[config.mk]
export PLATFORM = sky130hd
export DESIGN_NAME = counter_card_flat
export DESIGN_NICKNAME = d
export VERILOG_FILES = /design/src/counter_cmd_pkg.sv /design/src/counter_link_if.sv /design/src/counter_card.sv /design/src/flat_wrapper.sv
export SDC_FILE = /design/constraint.sdc
export NUM_CORES = 1
export LEC_CHECK = 0
export BUFFER_PORTS_ARGS = -buffer_cell sky130_fd_sc_hd__buf_2
export CAP_MARGIN = 10
export CORE_MARGIN = 2
export CORE_UTILIZATION = 35
export CTS_BUF_LIST = sky130_fd_sc_hd__clkbuf_8
export CTS_CLUSTER_SIZE = 12
export DETAILED_ROUTE_END_ITERATION = 10
export SYNTH_ARGS = -nofsm -noshare
export SYNTH_HDL_FRONTEND = slang
export SYNTH_SLANG_ARGS = --single-unit
[constraint.sdc]
create_clock -name CLK -period 4.5 [get_ports CLK]
set_input_delay 0 -clock CLK [delete_from_list [all_inputs] [get_ports CLK]]
set_output_delay 0 -clock CLK [all_outputs]
set_load 0.05 [all_outputs]
[src/counter_cmd_pkg.sv]
// constants, types and timing figures shared by the card and reader ends
// assumes a single 25 MHz clock on both ends and byte-wide frame transfer
// Operation
// read request: 39h, counter 00h-02h, [CMAC], CRC
// read reply: 3 bytes, [CMAC], CRC, else NAK
// counter 2 protected: read only when authenticated
// increment request: A5h, counter, 4-byte argument, [CMAC], CRC
// counter 2 protected: increment only when authenticated
// increment uses low three argument bytes only
// argument bytes arrive least significant first
// all-ones is final; nonzero increments then refused
// overflowing increment answers NAK, counter kept
// increment by zero is legal, counter unchanged
// secure messaging: read request must carry CMAC
// secure messaging: increment request must carry CMAC
// secure messaging: increment acked by MAC, not ACK
// reply not before n=9; reader timeout 5 ms
// bad counter number, CRC or CMAC gives NAK
// protected counter 2 unauthenticated gives NAK, unchanged
package counter_cmd_pkg;

  localparam int CLK_PERIOD_NS = 40;

  // command codes and frame layout
  localparam logic [7:0] OP_READ = 8'h39;
  localparam logic [7:0] OP_INCR = 8'ha5;
  localparam logic [7:0] CNT_LAST = 8'h02;
  localparam logic [4:0] IDX_OP = 5'h00;
  localparam logic [4:0] IDX_CNT = 5'h01;
  localparam logic [4:0] IDX_ARG = 5'h02;
  localparam logic [4:0] IDX_ARG_TOP = 5'h05;
  localparam logic [4:0] LEN_READ = 5'h04;
  localparam logic [4:0] LEN_INCR = 5'h08;
  localparam logic [4:0] LEN_MAC = 5'h08;
  localparam logic [4:0] LEN_ARG = 5'h04;
  localparam logic [4:0] IDX_MAX = 5'h1f;

  // counter geometry
  localparam int CNT_NUM = 3;
  localparam int CNT_W = 24;
  localparam logic [23:0] CNT_RESET = 24'h00_0000;
  localparam logic [1:0] DATA_BYTES_LAST = 2'h2;

  // frame delay n=9 at the 13.56 MHz carrier, rounded up to whole cycles
  localparam int FDT_N = 9;
  localparam int FDT_MIN_NS = 91_200;
  localparam int FDT_MIN_CYC = (FDT_MIN_NS + CLK_PERIOD_NS - 1) / CLK_PERIOD_NS;
  localparam logic [11:0] FDT_LAST = 12'(FDT_MIN_CYC - 1);

  // reader timeout, rounded down
  localparam int TIMEOUT_US = 5_000;
  localparam int TIMEOUT_CYC = TIMEOUT_US * 1000 / CLK_PERIOD_NS;

  // kind of reply frame
  typedef enum logic [1:0] {
    RSP_ACK = 2'h0,
    RSP_NAK = 2'h1,
    RSP_DATA = 2'h2,
    RSP_MAC = 2'h3
  } rsp_kind_e;

endpackage

[src/counter_link_if.sv]
// byte link between the reader end and the card end
// assumes both ends run on the same clock; CRC and CMAC engines sit outside
`timescale 1ns/1ps
interface counter_link_if;
  logic req_valid;
  logic [7:0] req_byte;
  logic req_last;
  logic rsp_valid;
  logic [7:0] rsp_byte;
  logic rsp_last;
  counter_cmd_pkg::rsp_kind_e rsp_kind;
  logic rsp_mac;

  modport card (
    input req_valid, req_byte, req_last,
    output rsp_valid, rsp_byte, rsp_last, rsp_kind, rsp_mac
  );
  modport reader (
    output req_valid, req_byte, req_last,
    input rsp_valid, rsp_byte, rsp_last, rsp_kind, rsp_mac
  );
endinterface

[src/counter_card.sv]
// card end: decodes counter read and increment frames and replies
// assumes CRC/CMAC checking is done outside and reported on CHECK_OK
`timescale 1ns/1ps
module counter_card (
  input wire logic CLK,
  input wire logic RST_N,
  counter_link_if.card LINK,
  input wire logic SEC_MSG_ENABLE,
  input wire logic AUTHENTICATED,
  input wire logic PROTECT_CNT2,
  input wire logic CHECK_OK,
  output logic OP_DONE,
  output logic OP_OK
);

  localparam int CNT_NUM = counter_cmd_pkg::CNT_NUM;
  typedef counter_cmd_pkg::rsp_kind_e rsp_kind_local_t;

  typedef enum logic [3:0] {
    S_RX = 4'b0001,
    S_EXEC = 4'b0010,
    S_WAIT = 4'b0100,
    S_TX = 4'b1000
  } card_state_e;

  // sequencing state
  card_state_e state;

  // fields captured from the frame being received
  logic [4:0] idx;
  logic [7:0] opcode;
  logic [7:0] cnt_num;
  logic [23:0] arg;
  logic len_ok;
  logic chk_ok;

  // frame delay count and reply byte position
  logic [11:0] wait_cnt;
  logic [1:0] tx_idx;
  logic [23:0] rd_val;

  // counter values, indexed by counter number
  logic [23:0] cnt [CNT_NUM];

  // reply decided at execution, held until sent
  rsp_kind_local_t reply_kind;
  logic reply_mac;

  // decode helpers for the frame being closed and the command held
  logic [4:0] exp_len;
  logic is_read;
  logic is_incr;
  logic [24:0] sum;
  logic [23:0] sel_val;
  logic refused;
  logic next_ok;

  assign is_read = (opcode == counter_cmd_pkg::OP_READ);
  assign is_incr = (opcode == counter_cmd_pkg::OP_INCR);
  // the CMAC adds bytes only with secure messaging on
  assign exp_len = (is_incr ? counter_cmd_pkg::LEN_INCR : counter_cmd_pkg::LEN_READ)
                 + (SEC_MSG_ENABLE ? counter_cmd_pkg::LEN_MAC : 5'h00);
  assign sel_val = (cnt_num <= counter_cmd_pkg::CNT_LAST) ? cnt[cnt_num[1:0]]
                                                           : counter_cmd_pkg::CNT_RESET;
  // carry out of the 24-bit sum means past the final value
  assign sum = {1'b0, sel_val} + {1'b0, arg};

  // refusal conditions shared by both commands
  always_comb begin
    refused = 1'b0;
    if (!len_ok || !chk_ok) begin
      refused = 1'b1;
    end
    if (cnt_num > counter_cmd_pkg::CNT_LAST) begin
      refused = 1'b1;
    end
    if (cnt_num == counter_cmd_pkg::CNT_LAST && PROTECT_CNT2 && !AUTHENTICATED) begin
      refused = 1'b1;
    end
    next_ok = !refused && (is_read || !sum[counter_cmd_pkg::CNT_W]);
  end

  // frame reception: byte index, opcode, counter number and argument
  always_ff @(posedge CLK or negedge RST_N) begin
    if (!RST_N) begin
      idx <= 5'h00;
      opcode <= 8'h00;
      cnt_num <= 8'h00;
      arg <= counter_cmd_pkg::CNT_RESET;
      len_ok <= 1'b0;
      chk_ok <= 1'b0;
    end else if (state == S_RX && LINK.req_valid) begin
      // the index saturates so that an overlong frame fails the length test
      if (LINK.req_last) begin
        idx <= 5'h00;
        len_ok <= (idx + 5'h01) == exp_len;
        chk_ok <= CHECK_OK;
      end else if (idx != counter_cmd_pkg::IDX_MAX) begin
        idx <= idx + 5'h01;
      end
      if (idx == counter_cmd_pkg::IDX_OP) begin
        opcode <= LINK.req_byte;
      end
      if (idx == counter_cmd_pkg::IDX_CNT) begin
        cnt_num <= LINK.req_byte;
      end
      // low byte first; the fourth byte is dropped
      if (idx >= counter_cmd_pkg::IDX_ARG && idx < counter_cmd_pkg::IDX_ARG_TOP) begin
        arg[8 * (idx - counter_cmd_pkg::IDX_ARG) +: 8] <= LINK.req_byte;
      end
    end
  end

  // counter storage, changed only by an accepted increment
  generate
    for (genvar i = 0; i < CNT_NUM; i++) begin : g_cnt
      always_ff @(posedge CLK or negedge RST_N) begin
        if (!RST_N) begin
          cnt[i] <= counter_cmd_pkg::CNT_RESET;
        end else if (state == S_EXEC && is_incr && next_ok && cnt_num == 8'(i)) begin
          cnt[i] <= sum[counter_cmd_pkg::CNT_W-1:0];
        end
      end
    end
  endgenerate

  // sequencing: decide, hold off for the frame delay, then send the reply
  always_ff @(posedge CLK or negedge RST_N) begin
    if (!RST_N) begin
      state <= S_RX;
      wait_cnt <= 12'h000;
      tx_idx <= 2'h0;
      rd_val <= counter_cmd_pkg::CNT_RESET;
      reply_kind <= counter_cmd_pkg::RSP_NAK;
      reply_mac <= 1'b0;
      OP_DONE <= 1'b0;
      OP_OK <= 1'b0;
    end else begin
      OP_DONE <= 1'b0;
      unique case (state)
        S_RX: begin
          // the delay count starts at the edge that takes the last byte
          wait_cnt <= 12'h001;
          if (LINK.req_valid && LINK.req_last) begin
            // a frame of another command gets no answer from this block
            if ((idx == counter_cmd_pkg::IDX_OP) ? (LINK.req_byte == counter_cmd_pkg::OP_READ
                 || LINK.req_byte == counter_cmd_pkg::OP_INCR) : (is_read || is_incr)) begin
              state <= S_EXEC;
            end
          end
        end
        S_EXEC: begin
          wait_cnt <= wait_cnt + 12'h001;
          rd_val <= sel_val;
          OP_DONE <= 1'b1;
          OP_OK <= next_ok;
          reply_mac <= next_ok && SEC_MSG_ENABLE;
          if (!next_ok) begin
            reply_kind <= counter_cmd_pkg::RSP_NAK;
          end else if (is_read) begin
            reply_kind <= counter_cmd_pkg::RSP_DATA;
          end else if (SEC_MSG_ENABLE) begin
            reply_kind <= counter_cmd_pkg::RSP_MAC;
          end else begin
            reply_kind <= counter_cmd_pkg::RSP_ACK;
          end
          state <= S_WAIT;
        end
        S_WAIT: begin
          // the first reply byte goes out one cycle after the count ends
          wait_cnt <= wait_cnt + 12'h001;
          if (wait_cnt == counter_cmd_pkg::FDT_LAST) begin
            tx_idx <= 2'h0;
            state <= S_TX;
          end
        end
        S_TX: begin
          // data replies send three bytes, every other kind a single item
          tx_idx <= tx_idx + 2'h1;
          if (reply_kind != counter_cmd_pkg::RSP_DATA
              || tx_idx == counter_cmd_pkg::DATA_BYTES_LAST) begin
            state <= S_RX;
          end
        end
        default: begin
          state <= S_RX;
        end
      endcase
    end
  end

  // reply bytes: value low byte first, or a single ACK, NAK or MAC marker
  always_ff @(posedge CLK or negedge RST_N) begin
    if (!RST_N) begin
      LINK.rsp_valid <= 1'b0;
      LINK.rsp_byte <= 8'h00;
      LINK.rsp_last <= 1'b0;
      LINK.rsp_kind <= counter_cmd_pkg::RSP_NAK;
      LINK.rsp_mac <= 1'b0;
    end else begin
      LINK.rsp_valid <= (state == S_TX);
      LINK.rsp_kind <= reply_kind;
      LINK.rsp_mac <= reply_mac; // framer appends CMAC and CRC
      LINK.rsp_byte <= (reply_kind == counter_cmd_pkg::RSP_DATA) ? rd_val[8 * tx_idx +: 8]
                                                                 : 8'h00;
      LINK.rsp_last <= (state == S_TX) && (reply_kind != counter_cmd_pkg::RSP_DATA
                       || tx_idx == counter_cmd_pkg::DATA_BYTES_LAST);
    end
  end

endmodule

[src/flat_wrapper.sv]
// flat-port wrapper written by rule: the top's interface ports become plain ports
module counter_card_flat 
  (CLK, RST_N, SEC_MSG_ENABLE, AUTHENTICATED, PROTECT_CNT2, CHECK_OK, OP_DONE, OP_OK, LINK_req_valid, LINK_req_byte, LINK_req_last, LINK_rsp_valid, LINK_rsp_byte, LINK_rsp_last, LINK_rsp_kind, LINK_rsp_mac);
  counter_link_if LINK_i ();
  input wire logic CLK;
  input wire logic RST_N;
  input wire logic SEC_MSG_ENABLE;
  input wire logic AUTHENTICATED;
  input wire logic PROTECT_CNT2;
  input wire logic CHECK_OK;
  output logic OP_DONE;
  output logic OP_OK;
  input wire logic [$bits(LINK_i.req_valid)-1:0] LINK_req_valid;
  input wire logic [$bits(LINK_i.req_byte)-1:0] LINK_req_byte;
  input wire logic [$bits(LINK_i.req_last)-1:0] LINK_req_last;
  output wire logic [$bits(LINK_i.rsp_valid)-1:0] LINK_rsp_valid;
  output wire logic [$bits(LINK_i.rsp_byte)-1:0] LINK_rsp_byte;
  output wire logic [$bits(LINK_i.rsp_last)-1:0] LINK_rsp_last;
  output wire logic [$bits(LINK_i.rsp_kind)-1:0] LINK_rsp_kind;
  output wire logic [$bits(LINK_i.rsp_mac)-1:0] LINK_rsp_mac;
  assign LINK_i.req_valid = LINK_req_valid;
  assign LINK_i.req_byte = LINK_req_byte;
  assign LINK_i.req_last = LINK_req_last;
  assign LINK_rsp_valid = LINK_i.rsp_valid;
  assign LINK_rsp_byte = LINK_i.rsp_byte;
  assign LINK_rsp_last = LINK_i.rsp_last;
  assign LINK_rsp_kind = LINK_i.rsp_kind;
  assign LINK_rsp_mac = LINK_i.rsp_mac;
  counter_card u_core (.CLK(CLK), .RST_N(RST_N), .LINK(LINK_i), .SEC_MSG_ENABLE(SEC_MSG_ENABLE), .AUTHENTICATED(AUTHENTICATED), .PROTECT_CNT2(PROTECT_CNT2), .CHECK_OK(CHECK_OK), .OP_DONE(OP_DONE), .OP_OK(OP_OK));
endmodule
Word level (Yosys, flattened, before mapping) --
Cells that the tools add are included.
Cells by class: $lt $le $gt $ge 5, reduce and logical (&&, ||, !) cells 36, multiply operators 0, divide/modulo/power cells 0, shift operators 3, bitwise operators 1, muxes and demuxes 26, eq/ne operators 21, add/subtract/negate cells 7
Operators by type and width (number):
- 24-bit 2-to-1 mux | 3
- 24-bit binary-select mux with 2-bit select | 1
- 32-bit negation with 34-bit output | 1
- 8-bit by 34-bit variable shift with 24-bit output (first input constant) | 1
- 8-bit by 34-bit variable part select with 24-bit output | 1
- 24-bit by 24-bit adder with 25-bit output | 1
- 24-bit bitwise mux | 1
- 4-bit 2-to-1 mux | 6
- 12-bit one-hot mux with 2 select lines | 1
- 24-bit by 6-bit variable part select with 8-bit output | 1
- 8-bit by 6-bit equality test with 1-bit output (second input constant) | 2
- 8-bit equality test (second input constant) | 2
- 4-bit one-hot mux with 4 select lines | 1
- 1-bit logical AND | 13
- 12-bit by 1-bit adder with 12-bit output (second input constant) | 1
- 12-bit equality test (second input constant) | 1
- 2-bit AND reduction | 6
- 5-bit 2-to-1 mux | 2
- 8-bit by 1-bit equality test with 1-bit output (second input constant) | 1
- 8-bit by 2-bit equality test with 1-bit output (second input constant) | 1
- 8-bit by 2-bit > comparator with 1-bit output (second input constant) | 1
- 8-bit by 2-bit <= comparator with 1-bit output (second input constant) | 1
- 8-bit logical NOT | 1
- 2-bit 2-to-1 mux | 4
- 27 further kinds | 45
Storage, ports and cells: bits in writable memories 0, flip-flop bits (word level) 179, input port bits 16, memories 0, bits in latches 0, output and inout port bits 15, memory bits (read-only) 0, word-level logic and storage cells 121

Logic depth before layout (Yosys ltp) --
Gate-level depths: netlist of run 1.
depth after elaboration 11, gate-level depth with buffers 19, mapped depth without buffers 15

Worst setup path before layout of run 1 --
No wires, ideal clock.
path type register -> register, start register u_core.cnt_num[1], end register u_core.cnt[24] (netlist name), path buffers 4, library setup time 125 ps, required time 4375 ps, clock period less this slack 3926 ps, cell stages (with the launch flop) 17, setup slack 574 ps, arrival 3801 ps, path through dfrtp_1 clkbuf_1 clkbuf_1 mux2i_1 nor2_1 a21oi_1 nor2_1 ha_1 buf_2 nand3_1 or4_1 a21o_1 a31oi_2 a211oi_2 o2111ai_2 buf_6 mux2_4
On the way: cells in the longest elaborated chain, start to end 11, elaborated cells between the ends (all ways) 20, classes of those cells 1 x add/sub; 2 x order compare; 2 x eq/ne; 6 x mux; 1 x bitwise; 8 x reduce/logical
RTL lines:
- from (decl) | RTL line counter_card.sv:32 | logic [7:0] cnt_num;
- from (signal assigned) | RTL line counter_card.sv:105 | cnt_num <= LINK.req_byte;
- branches (longest 4 deep; another with 8-bit by 2-bit <= comparator with 1-bit output)
- 24-bit 2-to-1 mux (*) | RTL line counter_card.sv:63 | assign sel_val = (cnt_num <= counter_cmd_pkg::CNT_LAST) ? cnt[cnt_num[1:0]]
- named net u_core.sel_val[13] | RTL line counter_card.sv:54 | logic [23:0] sel_val;
- 24-bit by 24-bit adder with 25-bit output (*) | RTL line counter_card.sv:66 | assign sum = {1'b0, sel_val} + {1'b0, arg};
- 1-bit logical NOT (*) | RTL line counter_card.sv:80 | next_ok = !refused && (is_read || !sum[counter_cmd_pkg::CNT_W]);
- 1-bit logical OR (*) | RTL line counter_card.sv:80
- 1-bit logical AND (*) | RTL line counter_card.sv:80
- 1-bit logical AND (*) (2 in series) | RTL line counter_card.sv:120 | end else if (state == S_EXEC && is_incr && next_ok && cnt_num == 8'(i)) begin
- to (signal, indexed assignment) | RTL line counter_card.sv:119 | cnt[i] <= counter_cmd_pkg::CNT_RESET;
- to (signal, indexed assignment) | RTL line counter_card.sv:121 | cnt[i] <= sum[counter_cmd_pkg::CNT_W-1:0];
- to (decl) | RTL line counter_card.sv:43 | logic [23:0] cnt [CNT_NUM];
Mark *: on every way through the listed nets, which the timed path passes. The select of a mux whose other input is x is not followed. A chain may end at the register's enable or synchronous reset.

Worst setup path after layout of run 1 --
start register u_core.cnt_num[1], end register u_core.cnt[71] (netlist name)
On the way: cells in the longest elaborated chain, start to end 11, elaborated cells between the ends (all ways) 20, classes of those cells 1 x add/sub; 2 x order compare; 1 x eq/ne; 6 x mux; 1 x bitwise; 9 x reduce/logical
RTL lines (RTL line):
- branches (longest 4 deep; another with 8-bit by 2-bit <= comparator with 1-bit output)
- 24-bit 2-to-1 mux (*) | counter_card.sv:63
- named net u_core.sel_val[1] | counter_card.sv:54
- 24-bit by 24-bit adder with 25-bit output (*) | counter_card.sv:66
- 1-bit logical NOT | counter_card.sv:80
- 1-bit logical OR | counter_card.sv:80
- 1-bit logical AND | counter_card.sv:80
- 1-bit logical AND (2 in series) | counter_card.sv:120
Marks and branches as above.

==> results of run 1 <==
-- layout make-up --
| cell class | instances | share of cell area |
|---|---|---|
| timing repair buffer | 72 | 0.05463 |
| multi-input combinational | 740 | 0.4398 |
| sequential | 179 | 0.4209 |
| tap | 341 | 0.04006 |
| antenna | 1 | 0.0002350 |
| clock inverter | 14 | 0.01328 |
| clock buffer | 18 | 0.02326 |
| inverter | 22 | 0.007754 |
-- through the flow --
stage | hold slack, ns | area (sq um) | utilization | total power, mW
CTS | 0.01363 | 10620 | 0.3964 | 3.931
global route | 0.04268 | 10650 | 0.3973 | 4.104
detailed placement | -0.08199 | 10070 | 0.3759 | 2.808
finish | 0.03011 | 10650 | 0.3974 | 3.897
floorplan | -0.2956 | 9508 | - | 2.519
global placement | -0.08476 | 10070 | 0.3759 | 2.796
-- repair_timing --
| item | 4_1_cts | 5_1_grt |
|---|---|---|
| gates resized for setup | 0 | 3 |
| setup endpoints to repair | 0 | 22 |
| hold buffers | 15 | 0 |
| setup buffers | 0 | 2 |
| endpoints found under the hold margin | 133 | 0 |
-- registers in the layout (all words and copies together) (netlist names) --
| register | cells |
|---|---|
| u_core.LINK.rsp_byte | 8 |
| u_core.LINK.rsp_kind | 2 |
| u_core.LINK.rsp_last | 1 |
| u_core.LINK.rsp_mac | 1 |
| u_core.LINK.rsp_valid | 1 |
| u_core.OP_DONE | 1 |
| u_core.OP_OK | 1 |
| u_core.arg | 24 |
| u_core.chk_ok | 1 |
| u_core.cnt | 72 |
| u_core.cnt_num | 8 |
| u_core.idx | 5 |
| u_core.len_ok | 1 |
| u_core.opcode | 8 |
| u_core.rd_val | 24 |
| u_core.reply_kind | 2 |
| u_core.reply_mac | 1 |
| u_core.state | 4 |
| u_core.tx_idx | 2 |
| u_core.wait_cnt | 12 |
-- kinds of logic (layout without fill, tap and decap cells) --
family	after synthesis	count (layout)
adders and majority gates	45	45
and+or+nand+nor	349	349
xor gates and xnor gates	30	30
buffers and inverters	72	126
other	0	1
muxes	62	62
AOI/OAI and AO/OA	254	254
DFF	179	179
-- worst min path at each step --
| stage | startpoint | end | cells past startpoint |
|---|---|---|---|
| after floorplan | RST_N | u_core.LINK.rsp_byte[0]$_DFF_PN0_ | 0 |
| after global placement | RST_N | u_core.wait_cnt[11]$_DFFE_PN0N_ | 1 |
| after detailed placement | RST_N | u_core.wait_cnt[11]$_DFFE_PN0N_ | 1 |
| after CTS | RST_N | u_core.wait_cnt[11]$_DFFE_PN0N_ | 3 |
| after global routing | RST_N | u_core.wait_cnt[11]$_DFFE_PN0N_ | 3 |
| final | RST_N | u_core.wait_cnt[11]$_DFFE_PN0N_ | 3 |
-- layer usage --
metal,global-route usage,wire length (microns)
met1,0.2396,11470
met2,0.2450,9754
met3,0.02689,716
met4,0.04610,335
met5,0,0
-- cell usage in the layout (no fill, tap or decap), types with 7 or more instances in the layout --
cell type      count
a21o_1            12
a21oi_1           53
and2_1             7
and3_1             9
buf_2             29
buf_4             22
clkbuf_8          18
dfrtp_1          176
dlygate4sd3_1     14
ha_1              44
inv_1             23
mux2_2            26
mux2i_1           34
nand2_1          152
nand3_1           26
nand4_1           10
nor2_1            85
nor3_1            13
nor4_1             7
o21ai_0           92
o21ai_1           24
o31ai_1           27
xnor2_1           17
xor2_1            12
-- worst reg2reg max path, cell delays in order, from the launching register on --
cell and delay (ns):
dfrtp_1 0.42, buf_12 0.25, mux2i_1 0.23, o21ai_0 0.09, nand2_1 0.29, inv_1 0.08
ha_1 0.32, a211oi_1 0.26, o21bai_1 0.21, o21a_1 0.27, a211oi_1 0.40, o31ai_1 0.20
nor3b_1 0.18, a2111oi_1 0.60, o21ai_0 0.17
-- where the power goes --
group          internal (mW)  switching (mW)  total, mW
clock                  0.507           0.604       1.11
combinational          0.364           0.610      0.974
sequential              1.72          0.0882       1.81
==> key figures, run 1 <==
Run status
  – Status: finished, final reports clean

Setup path
  – Worst EP required: between 4 and 5 ns
  – Critical register-to-register path endpoint: u_core.cnt[71]$_DFFE_PN0P_
  – CP max-delay cell: a2111oi_1
  – Worst reg-to-reg setup slack: roughly 0.4 ns
  – Worst flop-to-flop path startpoint: u_core.cnt_num[1]$_DFFE_PN0P_
  – CP startpoint kind: flip-flop
  – Crit path max-delay family: compound AO/OA/AOI/OAI gates
  – Crit-path cells: buf_12 > mux2i_1 > o21ai_0 > nand2_1 > inv_1 > ha_1 > a211oi_1 > o21bai_1 > o21a_1 > a211oi_1 > o31ai_1 > nor3b_1 > a2111oi_1 > o21ai_0
  – Slowest stage delay, CP: 0.60 ns
  – Max Fanout on Critical Path: 27
  – Setup crit end kind: flip-flop
  – Worst setup endpoint: u_core.cnt[71]$_DFFE_PN0P_
  – Reg2reg path depth: 14
  – Worst Path Buf+Inv: 2
  – CP startpoint: u_core.cnt_num[1]$_DFFE_PN0P_
  – Worst Path Arrival: ~4.4 ns
  – Stages on the worst setup path: 14
  – WS Path Type: flip-flop to flip-flop

Yosys
  – #FFs+latches synth: 179
  – Number of synthesized flops with an enable pin: 0
  – Yosys warns: 0
  – Synth async-reset ratio: 1.000
  – Yosys top cell area share: 0.4632
  – Commonest cells post-synth: dfrtp_1 (176), nand2_1 (154), o21ai_0 (92)
  – Synth area leader: dfrtp_1
  – Ys flop type: dfrtp_1
  – Syn Std Cell Area: approximately 0.0095 sq mm
  – Synth Area in Compound Gates: 0.1625
  – Count of different cell masters after synthesis: between 70 and 80
  – Cell count after synthesis: between 900 and 1,000
  – Post-synthesis adder-cell area fraction: 0.06001
  – Most instantiated library cell after synthesis: dfrtp_1
  – Largest cells by area after synthesis: dfrtp_1 (46%), nand2_1 (6.1%), ha_1 (5.8%)
  – Mux cell area share after synthesis: 0.06935
  – Post-synth net total: about 1,100
  – Sequential-to-total area share from yosys stat: 0.4715
  – Post-Syn Area per Cell: roughly 9.6 sq um
  – Main combinational cell family by area after synthesis: simple AND/OR/NAND/NOR gates
  – Post-Synth XOR/XNOR Area: 0.02842
  – Simple-gate portion of the synthesized area: 0.1686

Cells and area
  – Nets: 1,093
  – Proportion of layout cells with a drive suffix above 1: 0.1340
  – Multi-input logic area: 0.004684 sq mm
  – Final Non-Filler Cells: about 1,400
  – Final-layout fill cell count: about 2,700
  – Area growth syn-to-layout: 12.01%
  – Sequential cell area: about 0.0045 sq mm

STA
  – RSZ-0062 raised after global routing: no
  – Max Fclk: 243.8 MHz
  – Slew @ Worst Pin: ~1 ns
  – Min cycle time layout: 4.101 ns
  – Final setup viols: 0
  – Final period utilization: 0.9114
  – Setup TNS Final: 0 ns
  – Slew HR: 0.3265
  – Final Max Slew Viols: 0
  – Clock Skews: about 0.023 ns
  – Final WS setup: around 0.4 ns
  – Final Hold Fails: 0

Drt
  – DRC viols: 0
  – Drt first pass iters: 5
  – Overall routed net length: 22,270 microns
  – Routed vias/inst: 5.191
  – Detailed-route wire length per cell: about 16 microns
  – Iter 0 DRT Violations: 572
  – Routed Antenna Nets: 0
  – Via count: between 7,000 and 8,000

Global routing
  – Global-route wire length before repair: 36,670 microns
  – GR Util All Layers: 0.1622
  – Initial antenna violation count: 0
  – Vias in the first global route: between 6,000 and 7,000
  – GRT overflow: 0
  – Largest net degree at the start of global routing: 146

Floorplanning
  – Die Area: around 0.029 sq mm
  – I/O Pins: 31
  – Die width: roughly 170 microns
  – Core box area: 0.02680 sq mm
  – Die Y: ~170 microns
  – Row count: 60
  – Starting Density: 0.3548

Clock tree
  – H-tree levels: 4
  – CTS buffer count: 17
  – Root Buffer: clkbuf_8
  – Clock Latency Late Sink: 0.47 ns
  – CTS tree: done
  – Clk slew on worst S/H paths: ~0.1 ns
  – Clock sink count: roughly 180
  – Longest Clk Path Bufs: 2

Placed design
  – Post-Place Worst Slack: 0.2434 ns
  – Detail Placement HPWL: around 16,000 microns
  – # port buffers: 30
  – Cells after DPL: between 1,000 and 1,500
  – Routability-driven placement congestion ratio: just over 0.8

Power and ir drop
  – Leakage: 4.689 nW
  – Max VDD drop: 0.0002385 V
  – Power density cells: roughly 370 mW/mm^2

Run
  – MaxCap Viol Count: 0

Hold path
  – HP Class: input pin to asynchronous set/reset pin
Power figures use the tool's default switching activity.
==> run 2, diff against run 1 <==
- CORE_MARGIN: 2 -> not set
- clock period: 4.5 -> 4.6 ns (I/O delays scaled with it)
==> run 2 against run 1 <==
- clock skew fell by 0.0052 ns
- global-route usage rose by 0.96 points
- first-iteration DRC count fell by 18%
- critical path depth did not move
- combinational power fell by 4.1%
- fmax fell by 5.1%
==> key figures, run 2 (synthesis gave the netlist of run 1 again) <==
Global routing
  – Initial antenna violation count: 0 (unchanged)
  – GRT overflow: 0 (unchanged)
  – GR Util All Layers: 0.1718 (was 0.1622)
  – Vias in the first global route: 6,975 (was 6,941)
  – Global-route wire length before repair: 37,690 microns (was 36,670 microns)
  – Largest net degree at the start of global routing: 86 (was 146)

Setup path
  – Crit path max-delay family: compound AO/OA/AOI/OAI gates (unchanged)
  – WS Path Type: flip-flop to flip-flop (unchanged)
  – Slowest stage delay, CP: 0.70 ns (was 0.60 ns)
  – Max Fanout on Critical Path: 13 (was 27)
  – CP max-delay cell: dfrtp_1 (was a2111oi_1)
  – Worst Path Arrival: 4.65 ns (was 4.44 ns)
  – Setup crit end kind: flip-flop (unchanged)
  – Worst Path Buf+Inv: 2 (unchanged)
  – CP startpoint kind: flip-flop (unchanged)
  – Worst flop-to-flop path startpoint: u_core.cnt_num[1]$_DFFE_PN0P_ (unchanged)
  – CP startpoint: u_core.cnt_num[1]$_DFFE_PN0P_ (unchanged)
  – Crit-path cells: buf_4 > mux2i_1 > o21ai_0 > nand2_1 > inv_1 > ha_1 > a211oi_1 > o21bai_1 > o21a_1 > a211oi_1 > o31ai_1 > nor3b_1 > a2111oi_1 > o21ai_0 (was buf_12 > mux2i_1 > o21ai_0 > nand2_1 > inv_1 > ha_1 > a211oi_1 > o21bai_1 > o21a_1 > a211oi_1 > o31ai_1 > nor3b_1 > a2111oi_1 > o21ai_0)
  – Worst EP required: 4.92 ns (was 4.84 ns)

STA
  – Max Fclk: 231.3 MHz (was 243.8 MHz)
  – Min cycle time layout: 4.323 ns (was 4.101 ns)
  – RSZ-0062 raised after global routing: yes (was no)
  – Slew @ Worst Pin: 1.029 ns (was 1.007 ns)
  – Slew HR: 0.3114 (was 0.3265)
  – Final Max Slew Viols: 0 (unchanged)
  – Final WS setup: 0.2766 ns (was 0.3987 ns)
  – Final Hold Fails: 0 (unchanged)
  – Clock Skews: 0.01763 ns (was 0.02281 ns)
  – Final setup viols: 0 (unchanged)
  – Final period utilization: 0.9399 (was 0.9114)

Cells and area
  – Area growth syn-to-layout: 11.32% (was 12.01%)
  – Ant diodes: 0 (was 1)
  – Commonest non-fill, non-tap cell in the layout: dfrtp_1 (unchanged)
  – Max reg flops: 72 (unchanged)
  – Proportion of layout cells with a drive suffix above 1: 0.1322 (was 0.1340)
  – Nets: 1,092 (was 1,093)
  – Most frequent cells in the layout: dfrtp_1 (176), nand2_1 (154), o21ai_0 (92) (was dfrtp_1 (176), nand2_1 (152), o21ai_0 (92))
  – Reg with most FFs: u_core.cnt (unchanged)
  – Largest regs: u_core.cnt x72, u_core.arg x24, u_core.rd_val x24 (unchanged)
  – Post-layout util: 0.4016 (was 0.3974)

Clock tree
  – Clk slew on worst S/H paths: 0.11 ns (was 0.10 ns)
  – CTS tree: done (unchanged)
  – Root Buffer: clkbuf_8 (unchanged)
  – H-tree levels: 4 (unchanged)
  – CTS buffer count: 17 (unchanged)
  – Longest Clk Path Bufs: 2 (unchanged)
  – Clock sink count: 179 (unchanged)
  – Cts repair resizes: 0 (unchanged)
  – Clock Latency Late Sink: 0.47 ns (about the same)

Placed design
  – # port buffers: 30 (unchanged)
  – Detail Placement HPWL: 16,430 microns (was 15,780 microns)
  – Routability-driven placement congestion ratio: 0.8560 (was 0.8092)
  – Post-Place Worst Slack: 0.2605 ns (was 0.2434 ns)

Drt
  – DRC viols: 0 (unchanged)
  – Routed Antenna Nets: 0 (unchanged)
  – Routed vias/inst: 5.257 (was 5.191)
  – Overall routed net length: 22,920 microns (was 22,270 microns)
  – Iter 0 DRT Violations: 467 (was 572)
  – Detailed-route wire length per cell: 16.62 microns (was 16.06 microns)
  – Via count: 7,250 (was 7,200)
  – Drt first pass iters: 4 (was 5)

Power and ir drop
  – Power density cells: 358.7 mW/mm^2 (was 365.9 mW/mm^2)
  – Max VDD drop: 0.0001562 V (was 0.0002385 V)
  – Total power: 3.797 mW (was 3.897 mW)
  – Leakage: 4.649 nW (was 4.689 nW)

Floorplanning
  – Starting Density: 0.3608 (was 0.3548)
  – I/O Pins: 31 (unchanged)
  – Die Y: 166.8 microns (was 168.8 microns)
  – Die Area: 0.02783 sq mm (was 0.02850 sq mm)
  – Row count: 59 (was 60)
  – Core box area: 0.02635 sq mm (was 0.02680 sq mm)
  – Die width: 166.8 microns (was 168.8 microns)

Run
  – MaxCap Viol Count: 0 (unchanged)

Hold path
  – HP Class: input pin to asynchronous set/reset pin (unchanged)

Run status
  – Status: finished, final reports clean (unchanged)
==> run 2: report_power, final <==
| part | total [mW] | switching [mW] | internal (mW) |
|---|---|---|---|
| sequential | 1.79 | 0.105 | 1.69 |
| clock | 1.07 | 0.627 | 0.444 |
| combinational | 0.934 | 0.575 | 0.359 |
| total | 3.80 | 1.31 | 2.49 |
==> run 2: path summary, 6_finish.rpt <==
kind	slack (ns)	endpoint	cells after the start
worst max-delay path	0.28	u_core.cnt[71]$_DFFE_PN0P_	14
worst min-delay path	0.15	u_core.wait_cnt[11]$_DFFE_PN0N_	2
worst max register to register	0.28	u_core.cnt[71]$_DFFE_PN0P_	14
worst min register to register	0.40	u_core.LINK.rsp_kind[0]$_DFF_PN1_	0
max in group asynchronous	3.22	u_core.cnt[11]$_DFFE_PN0P_	3
min in group CLK	0.38	u_core.reply_mac$_DFFE_PN0P_	4
==> run 2: metrics by stage <==
stage | std cells | hold slack, ns | setup TNS (ns) | instance area [sq um]
after floorplan | 991 | -0.2956 | 0 | 9508
after global placement | 1330 | 0.1250 | 0 | 10040
after detailed placement | 1330 | 0.1268 | 0 | 10040
after CTS | 1376 | 0.1681 | 0 | 10560
after global routing | 1379 | 0.1905 | -1.016 | 10580
final | 1379 | 0.1513 | 0 | 10580
==> run 2: timing repair <==
action | CTS | global route
endpoints found under the hold margin | 129 | 0
hold buffers | 14 | 0
setup buffers | 0 | 2
setup endpoints to repair | 0 | 26
==> run 2: metal layers <==
layer	vias up	routed length, microns	track usage
li1	3588	-	-
met1	3517	11720	0.2530
met2	123	10040	0.2560
met3	22	913	0.03351
met4	0	242	0.04469
met5	-	0	0
==> run 2: cell type report <==
type | count | area [sq um]
Multi-Input combinational cell | 741 | 4691
Tap cell | 335 | 419.2
Timing Repair Buffer | 70 | 529.3
Clock buffer | 17 | 234.0
Clock inverter | 15 | 145.1
Fill cell | 2628 | 15770
Inverter | 22 | 82.58
Sequential cell | 179 | 4483
